$ cat src/rtl/fevc_pkg.sv
/*
 * Constants for the erase-verify command sequencer: register offsets,
 * field positions, command codes, memory map limits and state codes.
 * Assumes an APB master with 32-bit data and one aligned word per register.
 */
package fevc_pkg;
    // ========================================================
    // register offsets (byte addresses)
    localparam logic [7:0] ADDR_CMD0   = 8'h00;
    localparam logic [7:0] ADDR_CMD1   = 8'h04;
    localparam logic [7:0] ADDR_CMD2   = 8'h08;
    localparam logic [7:0] ADDR_INDEX  = 8'h0c;
    localparam logic [7:0] ADDR_STAT   = 8'h10;
    localparam logic [7:0] ADDR_MODE   = 8'h14;
    localparam logic [7:0] ADDR_IRQST  = 8'h18;
    localparam logic [7:0] ADDR_IRQCLR = 8'h1c;
    localparam logic [7:0] ADDR_IRQEN  = 8'h20;
    localparam logic [7:0] ADDR_ERRINJ = 8'h24;
    // ========================================================
    // status register bits
    localparam int STAT_CCF  = 7;
    localparam int STAT_ACC  = 5;
    localparam int STAT_PROT = 4;
    localparam int STAT_VHI  = 1;
    localparam int STAT_VLO  = 0;
    // irq bits: 0 complete, 1 access error, 2 verify fail
    localparam int IRQ_W = 3;
    // ========================================================
    // command codes and index values
    localparam logic [7:0] CMD_EV_BLOCK = 8'h01;
    localparam logic [7:0] CMD_EV_PSEC  = 8'h03;
    localparam logic [7:0] CMD_EV_ESEC  = 8'h10;
    localparam logic [2:0] IDX_BLOCK    = 3'h1;
    localparam logic [2:0] IDX_SECTION  = 3'h2;
    // ========================================================
    // global memory map (address ranges, inclusive start / exclusive end)
    localparam logic [23:0] PF_START = 24'he80000;
    localparam logic [24:0] PF_END   = 25'h1000000;
    localparam logic [23:0] EE_START = 24'h100000;
    localparam logic [24:0] EE_END   = 25'h100800;
    localparam logic [7:0]  PF_HI    = 8'he8;
    localparam logic [7:0]  EE_HI    = 8'h10;
    // phrase is 8 bytes, word 2 bytes
    localparam int PHRASE_SH = 3;
    localparam int WORD_SH   = 1;
    // ========================================================
    // reset values
    localparam logic [31:0] RST_ZERO = 32'h0000_0000;
    localparam logic        RST_CCF  = 1'b1;
    typedef enum logic [2:0] {
        FEVC_IDLE  = 3'b001,
        FEVC_SCAN  = 3'b010,
        FEVC_DONE  = 3'b100
    } fevc_state_t;
endpackage

$ cat src/rtl/fevc_top.sv
/*
 * Erase-verify command sequencer with APB register slave and interrupt.
 * Assumes an APB master on CLK_I; memory read results arrive on
 * MEM_* inputs, one location per cycle, in the same cycle as MEM_REQ_O.
 */
// What this block does
// - block verify raises access error unless index is 001 at launch
// - any read error during verify sets the upper verify status bit
// - uncorrectable error or blank fail sets the lower verify status bit
// - clearing complete flag starts section verify; flag sets when done
// - non-erased location sets both verify status bits
// - section verifies raise access error unless index is 010
// - section verify in disallowed mode raises access error
// - invalid 24-bit global address raises access error
// - flash section start not phrase aligned raises access error
// - flash section crossing flash end raises access error
// - eeprom section verify checks words and sets complete flag at end
// - eeprom start address with bit 0 set raises access error
// - eeprom range past block end raises access error
`timescale 1ns/1ps
module fevc_top (
    input  wire logic        CLK_I,
    input  wire logic        RST_N_I,
    input  wire logic        PSEL_I,
    input  wire logic        PENABLE_I,
    input  wire logic        PWRITE_I,
    input  wire logic [7:0]  PADDR_I,
    input  wire logic [31:0] PWDATA_I,
    output logic      [31:0] PRDATA_O,
    output logic             PREADY_O,
    output logic             PSLVERR_O,
    input  wire logic        MEM_BLANK_I,
    input  wire logic        MEM_ERR_I,
    input  wire logic        MEM_UNCORR_I,
    output logic             MEM_REQ_O,
    output logic      [23:0] MEM_ADDR_O,
    output logic             IRQ_O
);

    // ========================================================
    // functions
    function automatic logic in_range(input logic [23:0] a,
                                      input logic [24:0] n,
                                      input logic [23:0] lo,
                                      input logic [24:0] hi);
        logic [24:0] e;
        e = {1'b0, a} + n;
        in_range = ({1'b0, a} >= {1'b0, lo}) && (e <= hi);
    endfunction

    // ========================================================
    // registers
    logic [15:0] cmd0_q, cmd0_d, cmd1_q, cmd1_d, cmd2_q, cmd2_d;
    logic [2:0]  index_q, index_d;
    logic        ccf_q, ccf_d, acc_q, acc_d, vhi_q, vhi_d, vlo_q, vlo_d;
    logic        mode_q, mode_d;
    localparam int IRQ_W_L = fevc_pkg::IRQ_W;
    logic [IRQ_W_L-1:0] irq_st_q, irq_st_d, irq_en_q, irq_en_d;
    logic [31:0] rdata_q, rdata_d;
    logic        ready_q, ready_d, slverr_q, slverr_d, irq_q, irq_d;
    logic        req_q, req_d;
    logic [23:0] addr_q, addr_d;
    logic [15:0] left_q, left_d;
    logic [1:0]  step_q, step_d;
    fevc_pkg::fevc_state_t st_q, st_d;

    // ========================================================
    // launch decode and parameter checks
    logic        setup, wr_acc, rd_acc, launch, acc_err, is_blk, is_pf;
    logic [23:0] gaddr;
    logic [24:0] span;
    logic        mapped;
    assign setup  = PSEL_I && !PENABLE_I;
    assign wr_acc = setup && PWRITE_I;
    assign rd_acc = setup && !PWRITE_I;
    assign launch = wr_acc && PADDR_I == fevc_pkg::ADDR_STAT
                    && PWDATA_I[fevc_pkg::STAT_CCF] && ccf_q;
    assign is_blk = cmd0_q[15:8] == fevc_pkg::CMD_EV_BLOCK;
    assign is_pf  = cmd0_q[15:8] == fevc_pkg::CMD_EV_PSEC;
    assign gaddr  = {cmd0_q[7:0], cmd1_q};
    assign span   = is_pf ? {6'h0, cmd2_q, 3'h0} : {8'h0, cmd2_q, 1'b0};
    assign mapped = (cmd0_q[7:0] >= fevc_pkg::PF_HI)
                    || (cmd0_q[7:0] == fevc_pkg::EE_HI
                        && cmd1_q < 16'h0800);
    always_comb begin
        acc_err = 1'b0;
        if (is_blk) begin
            if (index_q != fevc_pkg::IDX_BLOCK) acc_err = 1'b1;
            if (!mapped) acc_err = 1'b1;
        end else begin
            if (index_q != fevc_pkg::IDX_SECTION) acc_err = 1'b1;
            if (!mode_q) acc_err = 1'b1;
            if (!mapped) acc_err = 1'b1;
            if (is_pf) begin
                if (gaddr[2:0] != 3'h0) acc_err = 1'b1;
                if (!in_range(gaddr, span, fevc_pkg::PF_START,
                              fevc_pkg::PF_END)) acc_err = 1'b1;
            end else begin
                if (gaddr[0]) acc_err = 1'b1;
                if (!in_range(gaddr, span, fevc_pkg::EE_START,
                              fevc_pkg::EE_END)) acc_err = 1'b1;
            end
        end
    end

    // ========================================================
    // next-state logic
    always_comb begin
        cmd0_d = cmd0_q; cmd1_d = cmd1_q; cmd2_d = cmd2_q;
        index_d = index_q; mode_d = mode_q; irq_en_d = irq_en_q;
        ccf_d = ccf_q; acc_d = acc_q; vhi_d = vhi_q; vlo_d = vlo_q;
        irq_st_d = irq_st_q;
        st_d = st_q; req_d = 1'b0; addr_d = addr_q; left_d = left_q;
        step_d = step_q;
        ready_d = setup; slverr_d = 1'b0; rdata_d = fevc_pkg::RST_ZERO;
        if (wr_acc && ccf_q) begin
            case (PADDR_I)
                fevc_pkg::ADDR_CMD0:  cmd0_d  = PWDATA_I[15:0];
                fevc_pkg::ADDR_CMD1:  cmd1_d  = PWDATA_I[15:0];
                fevc_pkg::ADDR_CMD2:  cmd2_d  = PWDATA_I[15:0];
                fevc_pkg::ADDR_INDEX: index_d = PWDATA_I[2:0];
                fevc_pkg::ADDR_MODE:  mode_d  = PWDATA_I[0];
                default: ;
            endcase
        end
        if (wr_acc && PADDR_I == fevc_pkg::ADDR_IRQEN)
            irq_en_d = PWDATA_I[IRQ_W_L-1:0];
        if (wr_acc && PADDR_I == fevc_pkg::ADDR_IRQCLR)
            irq_st_d = irq_st_q & ~PWDATA_I[IRQ_W_L-1:0];
        if (wr_acc && PADDR_I == fevc_pkg::ADDR_STAT
            && PWDATA_I[fevc_pkg::STAT_ACC])
            acc_d = 1'b0;
        if (rd_acc) begin
            case (PADDR_I)
                fevc_pkg::ADDR_CMD0:  rdata_d = {16'h0, cmd0_q};
                fevc_pkg::ADDR_CMD1:  rdata_d = {16'h0, cmd1_q};
                fevc_pkg::ADDR_CMD2:  rdata_d = {16'h0, cmd2_q};
                fevc_pkg::ADDR_INDEX: rdata_d = {29'h0, index_q};
                fevc_pkg::ADDR_STAT:  rdata_d = {24'h0, ccf_q, 1'b0, acc_q,
                                                 3'h0, vhi_q, vlo_q};
                fevc_pkg::ADDR_MODE:  rdata_d = {31'h0, mode_q};
                fevc_pkg::ADDR_IRQST: rdata_d = {29'h0, irq_st_q};
                fevc_pkg::ADDR_IRQEN: rdata_d = {29'h0, irq_en_q};
                fevc_pkg::ADDR_IRQCLR: rdata_d = fevc_pkg::RST_ZERO;
                default:              slverr_d = 1'b1;
            endcase
        end
        if (wr_acc && PADDR_I > fevc_pkg::ADDR_IRQEN) slverr_d = 1'b1;
        case (st_q)
            fevc_pkg::FEVC_IDLE: begin
                if (launch) begin
                    ccf_d = 1'b0;
                    vhi_d = 1'b0;
                    vlo_d = 1'b0;
                    if (acc_err) begin
                        acc_d = 1'b1;
                        st_d = fevc_pkg::FEVC_DONE;
                    end else begin
                        st_d = fevc_pkg::FEVC_SCAN;
                        addr_d = is_blk ? {cmd0_q[7:0], 16'h0} : gaddr;
                        left_d = is_blk ? 16'h0100 : cmd2_q;
                        step_d = 2'h0;
                    end
                end
            end
            fevc_pkg::FEVC_SCAN: begin
                if (step_q != 2'h0) begin
                    if (MEM_ERR_I || !MEM_BLANK_I) vhi_d = 1'b1;
                    if (MEM_UNCORR_I || !MEM_BLANK_I)
                        vlo_d = 1'b1;
                end
                if (left_q == 16'h0) begin
                    st_d = fevc_pkg::FEVC_DONE;
                    step_d = 2'h0;
                end else begin
                    req_d = 1'b1;
                    if (step_q != 2'h0)
                        addr_d = addr_q + (is_pf || is_blk ? 24'h8 : 24'h2);
                    left_d = left_q - 16'h1;
                    step_d = 2'h1;
                end
            end
            fevc_pkg::FEVC_DONE: begin
                ccf_d = 1'b1;
                st_d = fevc_pkg::FEVC_IDLE;
                irq_st_d[0] = 1'b1;
                if (acc_q) irq_st_d[1] = 1'b1;
                if (vhi_q || vlo_q) irq_st_d[2] = 1'b1;
            end
            default: st_d = fevc_pkg::FEVC_IDLE;
        endcase
        irq_d = |(irq_st_d & irq_en_d);
    end

    // ========================================================
    // state registers
    always_ff @(posedge CLK_I or negedge RST_N_I) begin
        if (!RST_N_I) begin
            cmd0_q <= 16'h0; cmd1_q <= 16'h0; cmd2_q <= 16'h0;
            index_q <= 3'h0; mode_q <= 1'b1;
            ccf_q <= fevc_pkg::RST_CCF; acc_q <= 1'b0;
            vhi_q <= 1'b0; vlo_q <= 1'b0;
            irq_st_q <= '0; irq_en_q <= '0;
            st_q <= fevc_pkg::FEVC_IDLE; req_q <= 1'b0;
            addr_q <= 24'h0; left_q <= 16'h0; step_q <= 2'h0;
            rdata_q <= 32'h0; ready_q <= 1'b0; slverr_q <= 1'b0;
            irq_q <= 1'b0;
        end else begin
            cmd0_q <= cmd0_d; cmd1_q <= cmd1_d; cmd2_q <= cmd2_d;
            index_q <= index_d; mode_q <= mode_d;
            ccf_q <= ccf_d; acc_q <= acc_d; vhi_q <= vhi_d; vlo_q <= vlo_d;
            irq_st_q <= irq_st_d; irq_en_q <= irq_en_d;
            st_q <= st_d; req_q <= req_d; addr_q <= addr_d;
            left_q <= left_d; step_q <= step_d;
            rdata_q <= rdata_d; ready_q <= ready_d; slverr_q <= slverr_d;
            irq_q <= irq_d;
        end
    end

    assign PRDATA_O   = rdata_q;
    assign PREADY_O   = ready_q;
    assign PSLVERR_O  = slverr_q;
    assign MEM_REQ_O  = req_q;
    assign MEM_ADDR_O = addr_q;
    assign IRQ_O      = irq_q;

    // ========================================================
    // assertions
    logic        sampling;
    assign sampling = st_q == fevc_pkg::FEVC_SCAN && step_q != 2'h0;
endmodule

$ cat config.mk
export PLATFORM = sky130hd
export DESIGN_NAME = fevc_top
export DESIGN_NICKNAME = d
export VERILOG_FILES = /design/src/rtl/fevc_pkg.sv /design/src/rtl/fevc_top.sv
export SDC_FILE = /design/constraint.sdc
export NUM_CORES = 1
export LEC_CHECK = 0
export BUFFER_PORTS_ARGS = -buffer_cell sky130_fd_sc_hd__buf_2
export CAP_MARGIN = 40
export CORE_AREA = 5 5 127 129
export DETAILED_ROUTE_END_ITERATION = 12
export DIE_AREA = 0 0 132 134
export PLACE_DENSITY = 0.77
export SYNTH_ARGS = -nofsm -noshare
export SYNTH_HDL_FRONTEND = slang
export SYNTH_SLANG_ARGS = --single-unit
$ cat constraint.sdc
create_clock -name CLK_I -period 4.3 [get_ports CLK_I]
set_input_delay 0.86 -clock CLK_I [delete_from_list [all_inputs] [get_ports CLK_I]]
set_output_delay 0.86 -clock CLK_I [all_outputs]
set_load 0.005 [all_outputs]
### Yosys cells after proc, flatten, opt, wreduce, memory -nomap -nowiden

Cells that the tools add are included.

| operators by class | value |
|---|---|
| eq/ne operators | 23 |
| muxes and demuxes | 56 |
| bitwise operators | 3 |
| order comparisons | 7 |
| reduce and logical (&&, ||, !) cells | 42 |
| add/subtract/negate cells | 3 |

Operators with widths:

| cell | number |
|---|---|
| one-hot mux 16 bit (8 select lines) | 1 |
| two-way mux 16 bit | 6 |
| two-way mux 24 bit | 4 |
| one-hot mux 24 bit (2 select lines) | 1 |
| equality test 8 x 5 -> 1 bit, second input constant | 5 |
| one-hot mux 16 bit (2 select lines) | 1 |
| two-way mux 1 bit | 28 |
| adder 24 x 19 -> 25 bit | 1 |
| <= comparator 25 x 21 -> 1 bit, second input constant | 1 |
| <= comparator 25 bit, second input constant | 1 |
| adder 24 x 4 -> 24 bit | 1 |
| greater-or-equal comparator 24 x 21 -> 1 bit, second input constant | 1 |
| greater-or-equal comparator 24 bit, second input constant | 1 |
| two-way mux 19 bit | 1 |
| two-way mux 3 bit | 6 |
| equality test 8 x 4 -> 1 bit, second input constant | 2 |
| zero test 16 bit | 1 |
| less-than comparator 16 x 12 -> 1 bit, second input constant | 1 |
| subtractor 16 x 1 -> 16 bit, second input constant | 1 |
| logical AND 1 bit | 14 |
| != test 2 bit, second input constant | 7 |
| AND reduction 2 bit | 7 |
| AND reduction 4 bit | 3 |
| OR reduction 9 bit | 1 |
| 26 further kinds | 38 |

| word-level totals | value |
|---|---|
| output and inout port bits | 60 |
| word-level logic and storage cells | 154 |
| bits in registers | 143 |
| input bits | 48 |

### Logic depth before layout (Yosys ltp)

| logic depth | value |
|---|---|
| depth after elaboration | 11 |
| depth in mapped cells | 21 |
| mapped depth without buffers | 17 |

### Worst setup path after synthesis

No wires, ideal clock.

| timing | value |
|---|---|
| path type | register to register |
| start point | register cmd0_q[14] |
| end point | register left_q[6] |
| required time | 4.178 ns |
| period minus slack after synthesis | 4.607 ns |
| slack | -0.307 ns |
| cell stages (with the launch flop) | 20 |
| data arrival time | 4.486 ns |
| path buffers | 2 |
| setup time | 0.122 ns |
| cells stage by stage | dfrtp_1 > nor4b_1 > and2_1 > clkbuf_1 > nand2_1 > clkbuf_1 > and2_1 > ha_1 > fa_1 > a211oi_1 > o211ai_1 > a21oi_2 > o21ai_0 > xor2_1 > nor4b_1 > a31oi_1 > o21ai_2 > o21ai_2 > a311o_1 > a32o_1 |

| between the ends | value |
|---|---|
| cells in the longest elaborated chain, start to end | 10 |
| elaborated cells on any way between the ends | 18 |
| classes of those cells | add/sub (1); order compare (2); eq/ne (3); mux (9); reduce/logical (3) |

Ends and longest elaborated chain:

| item | line | text |
|---|---|---|
| start: declaration | fevc_top.sv:53 | `logic [15:0] cmd0_q, cmd0_d, cmd1_q, cmd1_d, cmd2_q, cmd2_d;` |
| start signal: assignment | fevc_top.sv:209 | `cmd0_q <= cmd0_d; cmd1_q <= cmd1_d; cmd2_q <= cmd2_d;` |
| equality test 8 x 2 -> 1 bit | fevc_top.sv:79 | `assign is_pf = cmd0_q[15:8] == fevc_pkg::CMD_EV_PSEC;` |
| two-way mux 19 bit | fevc_top.sv:81 | `assign span = is_pf ? {6'h0, cmd2_q, 3'h0} : {8'h0, cmd2_q, 1'b0};` |
| adder 24 x 19 -> 25 bit | fevc_top.sv:47 | `e = {1'b0, a} + n;` |
| <= comparator 25 x 21 -> 1 bit or <= comparator 25 bit (tied branches) | fevc_top.sv:48 | `in_range = ({1'b0, a} >= {1'b0, lo}) && (e <= hi);` |
| logical AND 1 bit | fevc_top.sv:48 |  |
| two-way mux 1 bit (on tied branches) | fevc_top.sv:100, fevc_top.sv:96 |  |
| two-way mux 1 bit | fevc_top.sv:94 | `if (is_pf) begin` |
| two-way mux 1 bit | fevc_top.sv:87 | `if (is_blk) begin` |
| != test 2 bit (no line) | - |  |
| AND reduction 4 bit (no line) | - |  |
| end signal: assignment | fevc_top.sv:214 | `left_q <= left_d; step_q <= step_d;` |
| end: declaration | fevc_top.sv:63 | `logic [15:0] left_q, left_d;` |

Parallel ways exist; a longest one is shown, timed or not. The select of a mux whose other input is x is not followed.
A chain may end at the register's enable or synchronous reset.

### Worst setup path after layout

| timing | value |
|---|---|
| start point | register cmd0_q[14] |
| end point | register addr_q[4], in the netlist MEM_ADDR_O[4] |

| between the ends | value |
|---|---|
| cells in the longest elaborated chain, start to end | 10 |
| elaborated cells on any way between the ends | 23 |
| classes of those cells | add/sub (2); order compare (2); eq/ne (3); mux (12); reduce/logical (4) |

Ends and longest elaborated chain:

| item | line | text |
|---|---|---|
| equality test 8 x 2 -> 1 bit | fevc_top.sv:79 |  |
| two-way mux 19 bit | fevc_top.sv:81 |  |
| adder 24 x 19 -> 25 bit | fevc_top.sv:47 |  |
| <= comparator 25 x 21 -> 1 bit or <= comparator 25 bit (tied branches) | fevc_top.sv:48 |  |
| logical AND 1 bit | fevc_top.sv:48 |  |
| two-way mux 1 bit (on tied branches) | fevc_top.sv:100, fevc_top.sv:96 |  |
| two-way mux 1 bit | fevc_top.sv:94 |  |
| two-way mux 1 bit | fevc_top.sv:87 |  |
| != test 2 bit (no line) | - |  |
| AND reduction 5 bit (no line) | - |  |
| end signal: assignment | fevc_top.sv:213 | `st_q <= st_d; req_q <= req_d; addr_q <= addr_d;` |
| end: declaration | fevc_top.sv:62 | `logic [23:0] addr_q, addr_d;` |

Parallel ways exist; a longest one is shown, timed or not. The select of a mux whose other input is x is not followed.

==> flow_summary.yaml <==
status:
  status: "finished, violations left"
  violations: "negative setup slack"
pwr:
  power.share.clock_pct: 51.8
  internal_power_mw: 2.211
  total_power_mw: 2.824
  seqPwrFrac_pct: 43.0
  peakVddDrop_uv: 270.1
  leakage_nw: 4.737
  p_switching_mw: 0.6126
  powerDensity_mw_per_mm2: 278.4
  swShare_pct: 21.69
  combPwrFrac_pct: 5.3
timing:
  rsz0062_at_grt: "yes"
  max_freq_ghz: 0.2266
  hold_violations: 0
  worst_pin_slew_ns: 0.8859
  slew_viol_final: 0
  relSlewSlack_pct: 40.79
  finalCritPeriodShare_pct: 102.6
  finalWorstSetupSlack_ns: -0.1133
  setup_viol: 35
  fin_crit_ns: 4.413
  skew_ns: 0.008432
setup_path:
  rrSetupSlack_ns: -0.11
  crit_required_ns: 4.60
  cp_cell_sequence: "nor4b_2 -> and2_4 -> nand2_8 -> buf_6 -> mux2_4 -> ha_4 -> and2_4 -> a221o_1 -> buf_6 -> buf_6 -> o211ai_1 -> nand3_2 -> nand4_1 -> a211oi_2 -> a41oi_2 -> o21ai_4 -> buf_6 -> o21ai_4 -> clkbuf_16 -> a21oi_1 -> a2bb2oi_1"
  cp-end-kind: "flip-flop"
  critPathBufInv: 5
  critPathMaxStageDelay_ns: 0.39
  worstPathArrival_ns: 4.72
  cpMostUsedCell: "buf_6"
  r2r_end: "MEM_ADDR_O[4]$_DFFE_PN0P_"
  r2r-start: "cmd0_q[14]$_DFFE_PN0P_"
  cp_slowest_cell: "dfrtp_1"
  worstSetupPathType: "flip-flop to flip-flop"
  start_kind: "flip-flop"
  cp_max_fo: 7
  rr_worst_depth: 21
  cpLargestDelayFamily: "compound AO/OA/AOI/OAI gates"
clocking:
  cts.clk_slew.worst_paths_ns: 0.05
  cts_max_level: 4
  cts_tree: "built"
  numCtsBuffers: 17
  hold_buffers: 0
  root_buffer: "clkbuf_16"
  ctsLongestPathBuffers: 2
  numClockSinks: 126
  clock_latency_ns: 0.42
floorplan:
  die_height_um: 134
  core_area_mm2: 0.01492
  die_w_um: 132
  ios: 108
  fp-row-count: 45
  start_util_pct: 51.89
  die_area_mm2: 0.01769
synth:
  ys_seq_area_share_pct: 40.77
  syn-cell-area_mm2: 0.007742
  ys_types: 75
  yosys_warnings: 0
  synthArstFlopShare_pct: 100.0
  ys_ff_latch: 126
  avgSynthCellArea_um2: 9.442
  synthTopCellsByArea: "dfrtp_1, mux2_2, ha_1, a21oi_1, nor2_1"
  synthFlopType: "dfrtp_1"
  yosysTopAreaCellShare_pct: 39.75
  netlist_instances: 820
  synth_top_area_cell: "dfrtp_1"
  synth_edf_count: 0
placed_design:
  dp_hpwl_um: 16650
  dp_cells: 1109
  globalplace.congestion: 0.9927
  io_buffer_count: 75
finish:
  area_growth_syn_to_layout_pct: 30.98
  seq_area_mm2: 0.003157
  final_cell_count_no_fill: 1156
  drive_gt1_share_pct: 37.60
  fin_nets: 1026
  multiInputGateArea_mm2: 0.004873
  antennaDiodeCount: 0
  fillers: 1078
  final_cell_mix: "dfrtp_1, buf_2, mux2_2, nor2_1, buf_4"
  mostFrequentLayoutCell: "dfrtp_1"
grt:
  grt_pass1_wl_um: 38080
  track_usage_pct: 26.48
  grt_overflow: 0
  grt_antenna_before_repair: 0
  grt_pass1_vias: 7281
  grt_max_degree: 60
drt:
  routed_wl_um: 24970
  ant_nets: 0
  dr.pass1.iters: 8
  viasPerCell: 6.569
  drt_iter0_markers: 1117
  wl_per_cell_um: 21.60
  num_vias: 7594
  drc: 0
min_path:
  min_path_type: "input port to async pin"
flow_run:
  max-cap-violations: 0
## synthesized netlist by cell type, types with 8 or more instances
| library cell | count |
|---|---|
| o211ai_1 | 13 |
| and2_1 | 10 |
| a211oi_1 | 10 |
| mux2_2 | 70 |
| nand2_1 | 59 |
| and3_1 | 13 |
| nor2_1 | 69 |
| o21ai_0 | 45 |
| a31oi_1 | 23 |
| o22ai_1 | 9 |
| dfrtp_1 | 123 |
| buf_4 | 19 |
| nand4_1 | 9 |
| a2bb2oi_1 | 14 |
| inv_1 | 13 |
| nand2b_1 | 10 |
| ha_1 | 22 |
| a22oi_1 | 16 |
| nand3_1 | 29 |
| nor3_1 | 20 |
| clkbuf_1 | 32 |
| a222oi_1 | 12 |
| a21oi_1 | 53 |
| xor2_1 | 8 |
## layer usage
layer / track usage [%] / up-vias / wire length (um)
li1: - / 3340 / -
met3: 4.914 / 94 / 2230
met1: 35.40 / 3704 / 9769
met5: 0 / - / 0
met2: 42.84 / 456 / 12030
met4: 10.34 / 0 / 940
## power by group through the flow
stage,Clock (mW),Sequential [mW],Combinational (mW)
2_1_floorplan,0,1.22,0.0653
3_3_place_gp,0,1.23,0.124
3_5_place_dp,0,1.23,0.129
4_1_cts,1.47,1.21,0.136
5_1_grt,1.53,1.21,0.163
6_report,1.46,1.21,0.149
## final cells by class
type / count / area share (%)
timing repair buffer: 161 / 12.10
clock buffer: 25 / 4.787
inverter: 14 / 0.5182
clock inverter: 7 / 1.086
tap: 188 / 2.320
multi-input combinational: 635 / 48.06
sequential: 126 / 31.13
## sequential cells by signal (all words and copies together) (netlist names), 3 cells and up
name and cells:
index_q 3, cmd0_q 16, MEM_ADDR_O 24, irq_st_q 3
left_q 16, irq_en_q 3, cmd2_q 16, st_q 3
PRDATA_O 16, cmd1_q 16
## how the worst max path moves through the flow
| stage | start | slack, ns | end | cells past startpoint |
|---|---|---|---|---|
| 5_1_grt | cmd0_q[14]$_DFFE_PN0P_ | -0.25 | MEM_ADDR_O[20]$_DFFE_PN0P_ | 18 |
| 4_1_cts | cmd0_q[11]$_DFFE_PN0P_ | 0.004 | MEM_ADDR_O[10]$_DFFE_PN0P_ | 20 |
| 3_3_place_gp | cmd0_q[14]$_DFFE_PN0P_ | -0.22 | left_q[13]$_DFFE_PN0P_ | 18 |
| 3_5_place_dp | cmd0_q[14]$_DFFE_PN0P_ | -0.27 | left_q[5]$_DFFE_PN0P_ | 18 |
| 2_1_floorplan | cmd0_q[14]$_DFFE_PN0P_ | 0.02 | left_q[6]$_DFFE_PN0P_ | 19 |
| 6_report | cmd0_q[14]$_DFFE_PN0P_ | -0.11 | MEM_ADDR_O[4]$_DFFE_PN0P_ | 21 |
## worst reg2reg max path, stage by stage (launching register included)
cell	delay, ns
dfrtp_1	0.39
nor4b_2	0.30
and2_4	0.24
nand2_8	0.08
buf_6	0.14
mux2_4	0.31
ha_4	0.23
and2_4	0.17
a221o_1	0.34
buf_6	0.15
buf_6	0.11
o211ai_1	0.21
nand3_2	0.10
nand4_1	0.20
a211oi_2	0.11
a41oi_2	0.26
o21ai_4	0.14
buf_6	0.14
o21ai_4	0.26
clkbuf_16	0.22
a21oi_1	0.05
a2bb2oi_1	0.15
## repair_timing
action	CTS	global route
setup endpoints to repair	43	43
setup buffers	5	6
gates cloned	0	4
pin swaps	15	26
resized for setup	27	120
## stage by stage
| stage | setup WS [ns] | setup TNS [ns] | utilization, % | hold WS (ns) | cell area [um2] |
|---|---|---|---|---|---|
| final | -0.1133 | -1.874 | 67.97 | 0.3628 | 10140 |
| after global routing | -0.2477 | -7.289 | 67.97 | 0.3807 | 10140 |
| after CTS | 0.003874 | 0 | 63.71 | 0.3708 | 9507 |
| after detailed placement | -0.2698 | -8.244 | 58.41 | 0.4765 | 8715 |
| after global placement | -0.2208 | -6.204 | 58.09 | 0.4707 | 8667 |
| after floorplan | 0.01887 | 0 | - | 0.4501 | 7824 |
## cells by family after synthesis
group | after synthesis | share of synthesized area, %
XOR/XNOR | 12 | 1.357
other | 1 | 0.04843
AO/OA/AOI/OAI | 251 | 21.93
AND/OR/NAND/NOR | 260 | 16.73
buffers and inverters | 74 | 4.784
adder cells (fa/ha/maj) | 23 | 3.814
flip-flops | 126 | 40.77
multiplexers | 73 | 10.57
Note: power is estimated with default switching activity, not from simulation.
